<file path="src/timer_map.vh">
`ifndef TIMER_MAP_VH
`define TIMER_MAP_VH
// Register byte offsets
`define OFS_GENERAL_CTRL   8'h2C
`define OFS_TIMER_CTRL     8'h30
`define OFS_COUNTER        8'h34
`define OFS_COMPARE_A      8'h38
`define OFS_COMPARE_B      8'h3C
`define OFS_TOP_COMPARE    8'h40
`define OFS_PIN_CONFIG     8'h44
// Timer control fields
`define TC_CLEAR_TOP       7
`define TC_PWM_A           6
`define TC_MODE_A_HI       5
`define TC_MODE_A_LO       4
// General control fields
`define GC_SYNC_MODE       7
`define GC_PWM_B           6
`define GC_MODE_B_HI       5
`define GC_MODE_B_LO       4
`define GC_FORCE_B         3
`define GC_FORCE_A         2
`define GC_PRESCALER_RST   1
`define GC_OTHER_PSR       0
// Pin configuration fields
`define PC_DIR_A           0
`define PC_DIR_B           1
`define PC_FAST_CLK_EN     2
// Reset values
`define RST_GENERAL_CTRL   8'h00
`define RST_TIMER_CTRL     8'h00
`define RST_TOP_COMPARE    8'hFF
// Output mode codes
`define MODE_OFF           2'h0
`define MODE_TOGGLE        2'h1
`define MODE_CLEAR         2'h2
`define MODE_SET           2'h3
`endif

</file>
<file path="src/timer1_control.v">
`timescale 1ns/1ps
`include "timer_map.vh"
// Behaviour
// - Clear-on-top set: counter returns to zero the cycle after top match.
// - Channel A PWM enable selects PWM and clears counter after top match.
// - Normal mode channel A match: disconnect, toggle, clear or set pin.
// - Normal mode channel B match: same encoding on channel B pin.
// - True compare outputs reach a pin only when its direction bit is output; inverted outputs ignore it.
// - Normal mode keeps inverted outputs disconnected.
// - Clock select 0 stops; 1 undivided; up to divide by 16384.
// - Prescaler source: fast clock asynchronous, system clock synchronous.
// - Channel B PWM enable selects PWM and clears counter after top match.
// - Force B applies channel B action as a match, no interrupt.
// - Force A applies channel A action as a match, no interrupt.
// - Force written with new mode bits uses the new mode bits.
// - Force strobes read zero and are ignored while that PWM is on.
// - Prescaler reset clears prescaler only, self-clears, reads zero.
// - Counter is an 8-bit up counter, readable and writable.
// - Counter write lands after two cycles sync, one cycle async.
// - PWM mode output table for true and inverted outputs.
// - PWM mode counts zero to top, then restarts at zero.
module timer1_control (
    // Clock and reset
    input  wire        clk_sys,
    input  wire        rst,
    // Fast peripheral clock tick, already in clk_sys domain
    input  wire        fast_clk_tick,
    // AXI4-Lite write address
    input  wire [7:0]  s_axi_awaddr,
    input  wire        s_axi_awvalid,
    output reg         s_axi_awready,
    // AXI4-Lite write data
    input  wire [31:0] s_axi_wdata,
    input  wire [3:0]  s_axi_wstrb,
    input  wire        s_axi_wvalid,
    output reg         s_axi_wready,
    // AXI4-Lite write response
    output reg  [1:0]  s_axi_bresp,
    output reg         s_axi_bvalid,
    input  wire        s_axi_bready,
    // AXI4-Lite read address
    input  wire [7:0]  s_axi_araddr,
    input  wire        s_axi_arvalid,
    output reg         s_axi_arready,
    // AXI4-Lite read data
    output reg  [31:0] s_axi_rdata,
    output reg  [1:0]  s_axi_rresp,
    output reg         s_axi_rvalid,
    input  wire        s_axi_rready,
    // Compare output pins
    output reg         compare_out_a,
    output reg         compare_out_a_oe,
    output reg         compare_out_a_n,
    output reg         compare_out_a_n_oe,
    output reg         compare_out_b,
    output reg         compare_out_b_oe,
    output reg         compare_out_b_n,
    output reg         compare_out_b_n_oe
);
    //------------------------------------------------------------
    // Register state
    //------------------------------------------------------------
    reg  [7:0]  general_ctrl_reg;
    reg  [7:0]  timer_ctrl_reg;
    reg  [7:0]  counter_reg;
    reg  [7:0]  compare_a_reg;
    reg  [7:0]  compare_b_reg;
    reg  [7:0]  top_reg;
    reg  [2:0]  pin_cfg_reg;
    reg         out_a_reg;
    reg         out_b_reg;
    reg         aw_hold_reg;
    reg         w_hold_reg;
    reg  [7:0]  awaddr_reg;
    reg  [31:0] wdata_reg;
    reg  [3:0]  wstrb_reg;
    reg  [7:0]  cnt_wdata_reg;
    reg         cnt_wr_stage1_reg;
    reg         cnt_wr_stage2_reg;
    reg         force_a_reg;
    reg         force_b_reg;
    reg         psr_pulse_reg;
    reg  [7:0]  prev_cnt_reg;

    wire        tick;
    wire        pwm_a = timer_ctrl_reg[`TC_PWM_A];
    wire        pwm_b = general_ctrl_reg[`GC_PWM_B];
    wire [1:0]  mode_a = timer_ctrl_reg[`TC_MODE_A_HI:`TC_MODE_A_LO];
    wire [1:0]  mode_b = general_ctrl_reg[`GC_MODE_B_HI:`GC_MODE_B_LO];
    wire        async_mode = pin_cfg_reg[`PC_FAST_CLK_EN];
    wire        wr_fire = aw_hold_reg && w_hold_reg && !s_axi_bvalid;
    wire        wr_lane0 = wstrb_reg[0];

    //------------------------------------------------------------
    // Helper functions
    //------------------------------------------------------------
    // Normal mode action on a match
    function normal_action;
        input [1:0] mode;
        input       cur;
        begin
            case (mode)
                `MODE_TOGGLE: normal_action = ~cur;
                `MODE_CLEAR:  normal_action = 1'b0;
                `MODE_SET:    normal_action = 1'b1;
                default:      normal_action = cur;
            endcase
        end
    endfunction

    // PWM action: match and bottom events
    function pwm_action;
        input [1:0] mode;
        input       cur;
        input       match;
        input       bottom;
        begin
            if (mode == `MODE_SET)
                pwm_action = match ? 1'b1 : (bottom ? 1'b0 : cur);
            else if (mode != `MODE_OFF)
                pwm_action = match ? 1'b0 : (bottom ? 1'b1 : cur);
            else
                pwm_action = cur;
        end
    endfunction

    // Read mux
    function [7:0] read_mux;
        input [7:0] addr;
        input [7:0] gen;
        input [7:0] tcr;
        input [7:0] cnt;
        input [7:0] ca;
        input [7:0] cb;
        input [7:0] top;
        input [2:0] pc;
        begin
            case (addr)
                `OFS_GENERAL_CTRL: read_mux = gen & 8'hF1;
                `OFS_TIMER_CTRL:   read_mux = tcr;
                `OFS_COUNTER:      read_mux = cnt;
                `OFS_COMPARE_A:    read_mux = ca;
                `OFS_COMPARE_B:    read_mux = cb;
                `OFS_TOP_COMPARE:  read_mux = top;
                `OFS_PIN_CONFIG:   read_mux = {5'h00, pc};
                default:           read_mux = 8'h00;
            endcase
        end
    endfunction

    function addr_ok;
        input [7:0] addr;
        begin
            addr_ok = (addr == `OFS_GENERAL_CTRL) || (addr == `OFS_TIMER_CTRL) ||
                      (addr == `OFS_COUNTER) || (addr == `OFS_COMPARE_A) ||
                      (addr == `OFS_COMPARE_B) || (addr == `OFS_TOP_COMPARE) ||
                      (addr == `OFS_PIN_CONFIG);
        end
    endfunction

    //------------------------------------------------------------
    // Prescaler
    //------------------------------------------------------------
    timer_prescaler u_prescaler (
        .clk_sys      (clk_sys),
        .rst          (rst),
        .src_tick     (async_mode ? fast_clk_tick : 1'b1),
        .clear        (psr_pulse_reg),
        .clock_select (timer_ctrl_reg[3:0]),
        .tick         (tick)
    );

    //------------------------------------------------------------
    // AXI4-Lite write channel
    //------------------------------------------------------------
    always @(posedge clk_sys) begin
        if (rst) begin
            aw_hold_reg   <= 1'b0;
            w_hold_reg    <= 1'b0;
            s_axi_awready <= 1'b0;
            s_axi_wready  <= 1'b0;
            s_axi_bvalid  <= 1'b0;
            s_axi_bresp   <= 2'h0;
            awaddr_reg    <= 8'h00;
            wdata_reg     <= 32'h00000000;
            wstrb_reg     <= 4'h0;
        end else begin
            s_axi_awready <= !aw_hold_reg && !s_axi_awready && s_axi_awvalid;
            s_axi_wready  <= !w_hold_reg && !s_axi_wready && s_axi_wvalid;
            if (s_axi_awvalid && s_axi_awready) begin
                aw_hold_reg <= 1'b1;
                awaddr_reg  <= s_axi_awaddr;
            end
            if (s_axi_wvalid && s_axi_wready) begin
                w_hold_reg <= 1'b1;
                wdata_reg  <= s_axi_wdata;
                wstrb_reg  <= s_axi_wstrb;
            end
            if (wr_fire) begin
                aw_hold_reg  <= 1'b0;
                w_hold_reg   <= 1'b0;
                s_axi_bvalid <= 1'b1;
                s_axi_bresp  <= addr_ok(awaddr_reg) ? 2'h0 : 2'h2;
            end else if (s_axi_bready) begin
                s_axi_bvalid <= 1'b0;
            end
        end
    end

    //------------------------------------------------------------
    // AXI4-Lite read channel
    //------------------------------------------------------------
    always @(posedge clk_sys) begin
        if (rst) begin
            s_axi_arready <= 1'b0;
            s_axi_rvalid  <= 1'b0;
            s_axi_rdata   <= 32'h00000000;
            s_axi_rresp   <= 2'h0;
        end else begin
            s_axi_arready <= !s_axi_arready && !s_axi_rvalid && s_axi_arvalid;
            if (s_axi_arvalid && s_axi_arready) begin
                s_axi_rvalid <= 1'b1;
                s_axi_rdata  <= {24'h000000, read_mux(s_axi_araddr, general_ctrl_reg,
                                 timer_ctrl_reg, counter_reg, compare_a_reg,
                                 compare_b_reg, top_reg, pin_cfg_reg)};
                s_axi_rresp  <= addr_ok(s_axi_araddr) ? 2'h0 : 2'h2;
            end else if (s_axi_rready) begin
                s_axi_rvalid <= 1'b0;
            end
        end
    end

    //------------------------------------------------------------
    // Control registers and strobes
    //------------------------------------------------------------
    always @(posedge clk_sys) begin
        if (rst) begin
            general_ctrl_reg  <= `RST_GENERAL_CTRL;
            timer_ctrl_reg    <= `RST_TIMER_CTRL;
            compare_a_reg     <= 8'h00;
            compare_b_reg     <= 8'h00;
            top_reg           <= `RST_TOP_COMPARE;
            pin_cfg_reg       <= 3'h0;
            force_a_reg       <= 1'b0;
            force_b_reg       <= 1'b0;
            psr_pulse_reg     <= 1'b0;
            cnt_wr_stage1_reg <= 1'b0;
            cnt_wdata_reg     <= 8'h00;
        end else begin
            force_a_reg       <= 1'b0;
            force_b_reg       <= 1'b0;
            psr_pulse_reg     <= 1'b0;
            cnt_wr_stage1_reg <= 1'b0;
            if (wr_fire && wr_lane0) begin
                case (awaddr_reg)
                    `OFS_GENERAL_CTRL: begin
                        // Strobe bits are not stored; others kept
                        general_ctrl_reg <= wdata_reg[7:0] & 8'hF1;
                        force_a_reg   <= wdata_reg[`GC_FORCE_A];
                        force_b_reg   <= wdata_reg[`GC_FORCE_B];
                        psr_pulse_reg <= wdata_reg[`GC_PRESCALER_RST];
                    end
                    `OFS_TIMER_CTRL:  timer_ctrl_reg <= wdata_reg[7:0];
                    `OFS_COUNTER: begin
                        cnt_wdata_reg     <= wdata_reg[7:0];
                        cnt_wr_stage1_reg <= 1'b1;
                    end
                    `OFS_COMPARE_A:   compare_a_reg <= wdata_reg[7:0];
                    `OFS_COMPARE_B:   compare_b_reg <= wdata_reg[7:0];
                    `OFS_TOP_COMPARE: top_reg <= wdata_reg[7:0];
                    `OFS_PIN_CONFIG:  pin_cfg_reg <= wdata_reg[2:0];
                    default: begin
                    end
                endcase
            end
        end
    end

    //------------------------------------------------------------
    // Counter
    //------------------------------------------------------------
    // Tick at top in a clearing mode gives zero, so a period is top plus one
    // ticks; only a landing counter write drops a tick, so normal mode still counts through
    wire at_top_clear = tick && (counter_reg == top_reg) &&
                        (timer_ctrl_reg[`TC_CLEAR_TOP] || pwm_a || pwm_b);

    always @(posedge clk_sys) begin
        if (rst) begin
            counter_reg       <= 8'h00;
            prev_cnt_reg      <= 8'h00;
            cnt_wr_stage2_reg <= 1'b0;
        end else begin
            // Sync write lands two edges on; async one edge
            cnt_wr_stage2_reg <= cnt_wr_stage1_reg && !async_mode;
            prev_cnt_reg      <= counter_reg;
            if ((cnt_wr_stage1_reg && async_mode) || cnt_wr_stage2_reg)
                counter_reg <= cnt_wdata_reg;
            else if (at_top_clear)
                counter_reg <= 8'h00;
            else if (tick)
                counter_reg <= counter_reg + 8'h01;
        end
    end

    //------------------------------------------------------------
    // Compare outputs
    //------------------------------------------------------------
    wire match_a = (counter_reg == compare_a_reg) && (counter_reg != prev_cnt_reg);
    wire match_b = (counter_reg == compare_b_reg) && (counter_reg != prev_cnt_reg);
    wire bottom  = (counter_reg == 8'h00) && (prev_cnt_reg != 8'h00);
    // Force uses the mode bits already latched with it
    wire [1:0] eff_mode_a = mode_a;
    wire [1:0] eff_mode_b = mode_b;

    always @(posedge clk_sys) begin
        if (rst) begin
            out_a_reg <= 1'b0;
            out_b_reg <= 1'b0;
        end else begin
            if (pwm_a)
                out_a_reg <= pwm_action(eff_mode_a, out_a_reg, match_a, bottom);
            else if (match_a || force_a_reg)
                out_a_reg <= normal_action(eff_mode_a, out_a_reg);
            if (pwm_b)
                out_b_reg <= pwm_action(eff_mode_b, out_b_reg, match_b, bottom);
            else if (match_b || force_b_reg)
                out_b_reg <= normal_action(eff_mode_b, out_b_reg);
        end
    end

    // Pin drive with direction gating and inverted output handling
    always @(posedge clk_sys) begin
        if (rst) begin
            compare_out_a      <= 1'b0;
            compare_out_a_oe   <= 1'b0;
            compare_out_a_n    <= 1'b0;
            compare_out_a_n_oe <= 1'b0;
            compare_out_b      <= 1'b0;
            compare_out_b_oe   <= 1'b0;
            compare_out_b_n    <= 1'b0;
            compare_out_b_n_oe <= 1'b0;
        end else begin
            compare_out_a      <= out_a_reg;
            compare_out_b      <= out_b_reg;
            compare_out_a_n    <= ~out_a_reg;
            compare_out_b_n    <= ~out_b_reg;
            compare_out_a_oe   <= pin_cfg_reg[`PC_DIR_A] && (mode_a != `MODE_OFF);
            compare_out_b_oe   <= pin_cfg_reg[`PC_DIR_B] && (mode_b != `MODE_OFF);
            compare_out_a_n_oe <= pwm_a && (mode_a == `MODE_TOGGLE);
            compare_out_b_n_oe <= pwm_b && (mode_b == `MODE_TOGGLE);
        end
    end
endmodule // timer1_control

</file>
<file path="src/timer_prescaler.v">
`timescale 1ns/1ps
// Prescaler: 14-bit divider chain producing one tick per selected period
module timer_prescaler (
    // Clock and reset
    input  wire       clk_sys,
    input  wire       rst,
    // Control
    input  wire       src_tick,
    input  wire       clear,
    input  wire [3:0] clock_select,
    // Tick out
    output reg        tick
);
    reg [13:0] div_reg;
    reg [13:0] div_next;
    reg [13:0] mask;

    // Divider and tick selection: tick when low bits all one
    always @* begin
        div_next = src_tick ? div_reg + 14'h0001 : div_reg;
        mask     = (14'h0001 << (clock_select - 4'h1)) - 14'h0001;
    end

    always @(posedge clk_sys) begin
        if (rst || clear) begin
            div_reg <= 14'h0000;
            tick    <= 1'b0;
        end else begin
            div_reg <= div_next;
            tick    <= src_tick && (clock_select != 4'h0) &&
                       ((div_reg & mask) == mask);
        end
    end
endmodule // timer_prescaler

</file>
<file path="config.mk">
export PLATFORM = sky130hd
export DESIGN_NAME = timer1_control
export DESIGN_NICKNAME = d
export VERILOG_FILES = /design/src/timer1_control.v /design/src/timer_prescaler.v
export VERILOG_INCLUDE_DIRS = /design/src
export SDC_FILE = /design/constraint.sdc
export NUM_CORES = 1
export LEC_CHECK = 0
export BUFFER_PORTS_ARGS = -buffer_cell sky130_fd_sc_hd__buf_2
export CORE_UTILIZATION = 51
export CTS_CLUSTER_DIAMETER = 200
export DETAILED_ROUTE_END_ITERATION = 7
export PLACE_DENSITY = 0.76
export SYNTH_ARGS = -nofsm -noshare
export SYNTH_HDL_FRONTEND = slang
export SYNTH_SLANG_ARGS = --single-unit
</file>
<file path="constraint.sdc">
create_clock -name clk_sys -period 2.2 [get_ports clk_sys]
set_input_delay 0.22 -clock clk_sys [delete_from_list [all_inputs] [get_ports clk_sys]]
set_output_delay 0.22 -clock clk_sys [all_outputs]
set_load 0.02 [all_outputs]
</file>
# After elaboration in Yosys (flattened, before gate mapping)
# Index checks and enable logic that the tools add are counted.
# Widths: inputs -> output; s select.
# totals
ff_bits	130
latchBits	0
mem_bits_rw	0
romBits	0
input_bits	60
out_inout_bits	49
word_cells	183
n_memories	0
# op_classes
add_sub_neg	4
multipliers	0
div_mod_pow	0
magnitude_cmp	0
eq_ne	31
n_shift	1
mux	28
bitwise	5
reduce_logical	75
# ops
operator	count
$eq 8x6->1 const B	10
$pmux 8 s7	1
$eq 8x7->1 const B	4
$logic_and 1x1->1	25
$eq 8x8->1	3
$mux 8	3
$mux 1	20
$logic_or 1x1->1	18
$ne 4x4->1 const B	4
$add 14x1->14 const B	1
$and 14x14->14	1
$eq 14x14->1	1
$reduce_and 2->1	7
$shl 1x4->14 const A	1
$sub 14x1->14 const B	1
$reduce_bool 2->1	6
$reduce_bool 4->1	3
$reduce_and 5->1	2
$add 8x1->8 const B	1
$eq 2x2->1 const B	4
$logic_not 1->1	8
$logic_not 8->1	1
$ne 8x8->1	1
$reduce_bool 8->1	1
other kinds (9)	17

# Logic depth before layout (Yosys ltp)
# logic_depth
word_depth	8
ltp_mapped	10
ltp_nobuf	8

# Modules after synthesis
# From an unflattened synthesis, not the netlist that was laid out.
# hier_totals
cells_unflattened	769
hier_area_um2	6572.6
# by_module_without_submodules
mod	n_inst	cells_each	area_per_inst_um2
timer1_control	1	628	5476.5
timer_prescaler	1	141	1096.1

# Worst setup path before layout
# Ideal clock, no wire load.
# synth_path
kind	reg-to-reg
from	reg timer_ctrl_reg[2]
to	reg u_prescaler.tick
arrival_ns	2.098
setup_slack_ns	0.010
stages_incl_launch_ff	11
n_path_buf	3
synth_period_minus_slack_ns	2.190
cell_sequence	dfxtp_1 clkbuf_1 buf_1 or3_1 ha_1 clkbuf_1 and4b_1 a21oi_1 a2bb2oi_1 o22ai_1 nor4_1
# synth_via
elab_chain_cells	6
word_cells_on_any_way	8
cone_classes	2 x add/sub; 1 x eq/ne; 1 x shift; 1 x bitwise; 3 x reduce/logical
# synth_lines
item	line_no	source
start: declaration	timer1_control.v:64	reg [7:0] timer_ctrl_reg;
start signal: assignment	timer1_control.v:239	timer_ctrl_reg <= `RST_TIMER_CTRL;
start signal: assignment	timer1_control.v:263	`OFS_TIMER_CTRL: timer_ctrl_reg <= wdata_reg[7:0];
$sub 4x1->4	timer_prescaler.v:21	mask = (14'h0001 << (clock_select - 4'h1)) - 14'h0001;
$shl 1x4->14	timer_prescaler.v:21	
$sub 14x1->14	timer_prescaler.v:21	
$and 14x14->14	timer_prescaler.v:31	((div_reg & mask) == mask);
$eq 14x14->1	timer_prescaler.v:31	
$logic_and 1x1->1 (*)	timer_prescaler.v:30	tick <= src_tick && (clock_select != 4'h0) &&
end signal: assignment	timer_prescaler.v:30	
end: declaration	timer_prescaler.v:12	output reg tick
# Mark *: on every way between the ends. The rest lies on a longest branch, timed or not.
# A chain may end at the register's enable or synchronous reset.

# Final worst setup path
# layout_path
from	reg counter_reg[7]
to	reg out_a_reg
# layout_via
elab_chain_cells	6
word_cells_on_any_way	15
cone_classes	4 x eq/ne; 5 x mux; 6 x reduce/logical
# layout_lines
item	line_no	source
start: declaration	timer1_control.v:65	reg [7:0] counter_reg;
start signal: assignment	timer1_control.v:297	counter_reg <= cnt_wdata_reg;
start signal: assignment	timer1_control.v:301	counter_reg <= counter_reg + 8'h01;
$eq 8x8->1 / $ne 8x8->1 (equally long branches)	timer1_control.v:308	wire match_a = (counter_reg == compare_a_reg) && (counter_reg != prev_cnt_reg);
$logic_and 1x1->1	timer1_control.v:308	
$mux 1	timer1_control.v:121	pwm_action = match ? 1'b0 : (bottom ? 1'b1 : cur);
$mux 1	timer1_control.v:120	else if (mode != `MODE_OFF)
$mux 1	timer1_control.v:118	if (mode == `MODE_SET)
$mux 1	timer1_control.v:320	if (pwm_a)
end signal: assignment	timer1_control.v:321	out_a_reg <= pwm_action(eff_mode_a, out_a_reg, match_a, bottom);
end signal: assignment	timer1_control.v:323	out_a_reg <= normal_action(eff_mode_a, out_a_reg);
end: declaration	timer1_control.v:70	reg out_a_reg;
# Parallel ways exist; a longest one is shown, timed or not. The select of a mux whose other input is x is not followed.

==> impl_metrics.env <==
export IMPL_status="finished, violations left"
export IMPL_violations="DRC"
export IMPL_period_needed_ns=2.144
export IMPL_insertion_delay_ns=0.42
export IMPL_postSynthCellCount=772
export IMPL_synth_area_um2=6549
export IMPL_initial_utilization_pct=52.11
export IMPL_grt_max_degree=113
export IMPL_reg2reg_slack_ns=0.06
export IMPL_power_total_mw=5.506
export IMPL_post_cts_setup_buffers=0
export IMPL_yosys_most_used_dff="dfxtp_1"
export IMPL_grt_pass1_vias=5101
export IMPL_finalNonFillerCells=1008
export IMPL_io_buffer_count=55
export IMPL_h_tree_depth=4
export IMPL_p_leak_nw=2.934
export IMPL_cts_sinks=128
export IMPL_syn_to_final_growth_pct=15.32
export IMPL_hp_start="s_axi_wdata[1]"
export IMPL_cts_path_max_buffers=2
export IMPL_cp_num_buf_inv=0
export IMPL_place_congestion=0.9577
export IMPL_drive_above_1_share_pct=16.03
export IMPL_dp_hpwl_um=10860
export IMPL_p_per_area_nw_per_um2=729.1
export IMPL_cap_violations=0
export IMPL_ys_seq_elements=128
export IMPL_path_max_fanout=7
export IMPL_fin_worst_skew_ns=0.005905
export IMPL_die_area_um2=13300
export IMPL_ff_latch_area_um2=2565
export IMPL_largest_register_ffs=14
export IMPL_holdPathEnd="wdata_reg[1]"
export IMPL_yosysSeqAreaShare_pct=39.13
export IMPL_report_final_slew_viol_count=0
export IMPL_hold_path_class="in -> reg"
export IMPL_slew_headroom_pct=54.17
export IMPL_root_buffer="clkbuf_16"
export IMPL_setup_viol=0
export IMPL_cts_tree="yes"
export IMPL_cts_repair_resized=0
export IMPL_die_h_um=115.3
export IMPL_cts_made_buffers=17
export IMPL_routed_wl_um=15710
export IMPL_fin_ws_ns=0.05629
export IMPL_cp_slowest_cell="dfxtp_1"
export IMPL_crit_family="compound AO/OA/AOI/OAI gates"
export IMPL_nets=893
export IMPL_min_path_cells=3
export IMPL_arrival_ns=2.48
export IMPL_synth_edf_count=0
export IMPL_rsz0062_at_grt="yes"
export IMPL_antenna_found_initial=0
export IMPL_fp_dieW_um=115.3
export IMPL_nFillCells=1136
export IMPL_rr_startpoint="counter_reg[7]"
export IMPL_cp_end_kind="flop"
export IMPL_first_iter_violations=448
export IMPL_drc=2
export IMPL_ir_drop_mv=0.6492
export IMPL_max_freq_mhz=466.5
export IMPL_cpPeakStageDelay_ns=0.57
export IMPL_netlist_area_leader_share_pct=39.13
export IMPL_synth_distinct_cells=63
export IMPL_wl_per_cell_um=15.58
export IMPL_gr_total_overflow=0
export IMPL_multi_input_area_um2=3581
export IMPL_grt_usage_pct=25.38
export IMPL_hold_viol=0
export IMPL_cp_cell_sequence="xor2_1, nor4_2, a211oi_1, mux2_2, a311oi_2"
export IMPL_dp_slack_ns=0.08184
export IMPL_synth_area_top_cells="dfxtp_1, mux2i_1, nor2_1, a21oi_1, nand2_1"
export IMPL_r2r_end="out_a_reg"
export IMPL_via_per_inst=5.529
export IMPL_r2r_cells=5
export IMPL_avgSynthCellArea_um2=8.483
export IMPL_tightest_slew_ns=0.6779
export IMPL_firstDrtPassIters=7
export IMPL_fp_coreArea_um2=12570
export IMPL_critPathRequiredTime_ns=2.53
export IMPL_num_vias=5573
export IMPL_path_clk_slew_ns=0.06
export IMPL_grt_pass1_wl_um=25620
export IMPL_final_antenna_net_count=0
export IMPL_critPathLaunchType="flop"
export IMPL_antennaDiodeCount=0
export IMPL_critical_path_class="reg -> reg"
export IMPL_yosysTopAreaCell="dfxtp_1"
export IMPL_ios=109
export IMPL_cts_hold_buffers=0
export IMPL_rows=41
export IMPL_dpl_cell_count=976
export IMPL_async_flop_share_pct=0
export IMPL_ys_warn_count=0
export IMPL_finalCritPeriodShare_pct=97.44
-- metal layers --
layer  vias up  part of all wire (%)  GRT usage, %
met5         -                     0             0
met4         0                   2.5         10.48
met3        30                   6.1         7.064
met2       176                    46         39.76
met1      2614                    45         32.87
li1       2753                     -             -
-- stage by stage --
| stage | TNS, ns | util, % | instance area [um^2] | hold WS [ns] |
|---|---|---|---|---|
| floorplan | 0 | - | 6643 | 0.3560 |
| global placement | 0 | 55.12 | 6928 | 0.4342 |
| detailed placement | 0 | 55.12 | 6928 | 0.4401 |
| CTS | 0 | 59.96 | 7536 | 0.009898 |
| global route | -0.01243 | 60.09 | 7552 | 0.02886 |
| finish | 0 | 60.09 | 7552 | 0.03176 |
-- cell type report --
cell class | instances | share of cell area, %
multi-input cells | 571 | 47.42
flip-flops and latches | 128 | 33.96
repair buffers | 83 | 6.627
clock buffers | 17 | 5.633
well taps | 172 | 2.850
clock inverters | 15 | 2.419
inverters | 22 | 1.093
-- cell usage in the layout, fill, tap and decap left out, drive strengths merged, types with 3 or more instances in the layout --
cell / netlist / layout
and3: 5 / 5
nor2: 81 / 81
nor3b: 4 / 4
a22oi: 4 / 4
or3: 7 / 7
inv: 22 / 27
clkinv: 0 / 4
a211oi: 7 / 7
nor2b: 15 / 15
clkbuf: 31 / 17
nor4: 13 / 13
a211o: 14 / 14
xor2: 18 / 18
a21oi: 60 / 60
mux2: 4 / 4
nor4b: 4 / 4
bufinv: 0 / 3
and4: 3 / 3
o2111ai: 3 / 3
and4b: 3 / 3
nand2: 71 / 71
nand4: 12 / 12
buf: 45 / 83
xnor2: 27 / 27
nand3b: 4 / 4
conb: 1 / 26
a221oi: 4 / 4
nand3: 26 / 26
a21o: 3 / 3
ha: 10 / 10
and2: 8 / 8
mux2i: 40 / 40
nand4b: 5 / 5
o21ai: 31 / 31
o22ai: 4 / 4
dfxtp: 128 / 128
nand2b: 15 / 15
nor3: 11 / 11
clkinvlp: 0 / 3
-- power by group --
part           switching, mW  leakage, nW  internal, mW
registers             0.0380         1.04          2.35
logic                  0.164         1.61        0.0762
clock network           1.09        0.292          1.79
total                   1.29         2.93          4.22
-- synth_stat cells, drive strengths merged, types with 3 or more instances --
cell and instances:
and4b 3, nand3 26, mux2i 40, nor3b 4, nor4 13, and3 5
nand4 12, nor3 11, buf 45, inv 22, o2111ai 3, nor2b 15
and4 3, nand2 71, a21oi 60, o22ai 4, ha 10, mux2 4
a211o 14, nand2b 15, xnor2 27, a211oi 7, dfxtp 128, nor4b 4
clkbuf 31, a21o 3, or3 7, a221oi 4, and2 8, nand3b 4
xor2 18, nor2 81, nand4b 5, a22oi 4, o21ai 31
-- cells by family after synthesis --
logic type               count (synthesis)  synth area share, %
buffers and inverters                   98                7.833
other                                    1              0.05726
multiplexers                            44                6.802
AND/OR/NAND/NOR                        296                23.58
AO/OA/AOI/OAI                          150                14.67
flip-flops                             128                39.13
adder cells (fa/ha/maj)                 10                1.911
XOR/XNOR                                45                6.018
-- worst reg2reg max path, delay by kind of cell, from the launching register on --
family	cells	cell delay [ns]
XOR/XNOR	1	0.23
AND/OR/NAND/NOR	1	0.10
AO/OA/AOI/OAI	2	0.75
flip-flops	1	0.57
multiplexers	1	0.41
-- worst max-delay path by stage --
stage | slack, ns | depth (start not counted) | from | to
floorplan | 0.01 | 10 | timer_ctrl_reg[2] | u_prescaler.tick
finish | 0.06 | 5 | counter_reg[7] | out_a_reg
global placement | 0.13 | 5 | counter_reg[6] | out_b_reg
CTS | 0.07 | 5 | counter_reg[7] | out_a_reg
detailed placement | 0.08 | 8 | timer_ctrl_reg[0] | u_prescaler.tick
global route | -0.008 | 5 | counter_reg[6] | out_a_reg
No activity file was read; power rests on OpenSTA's default activity.
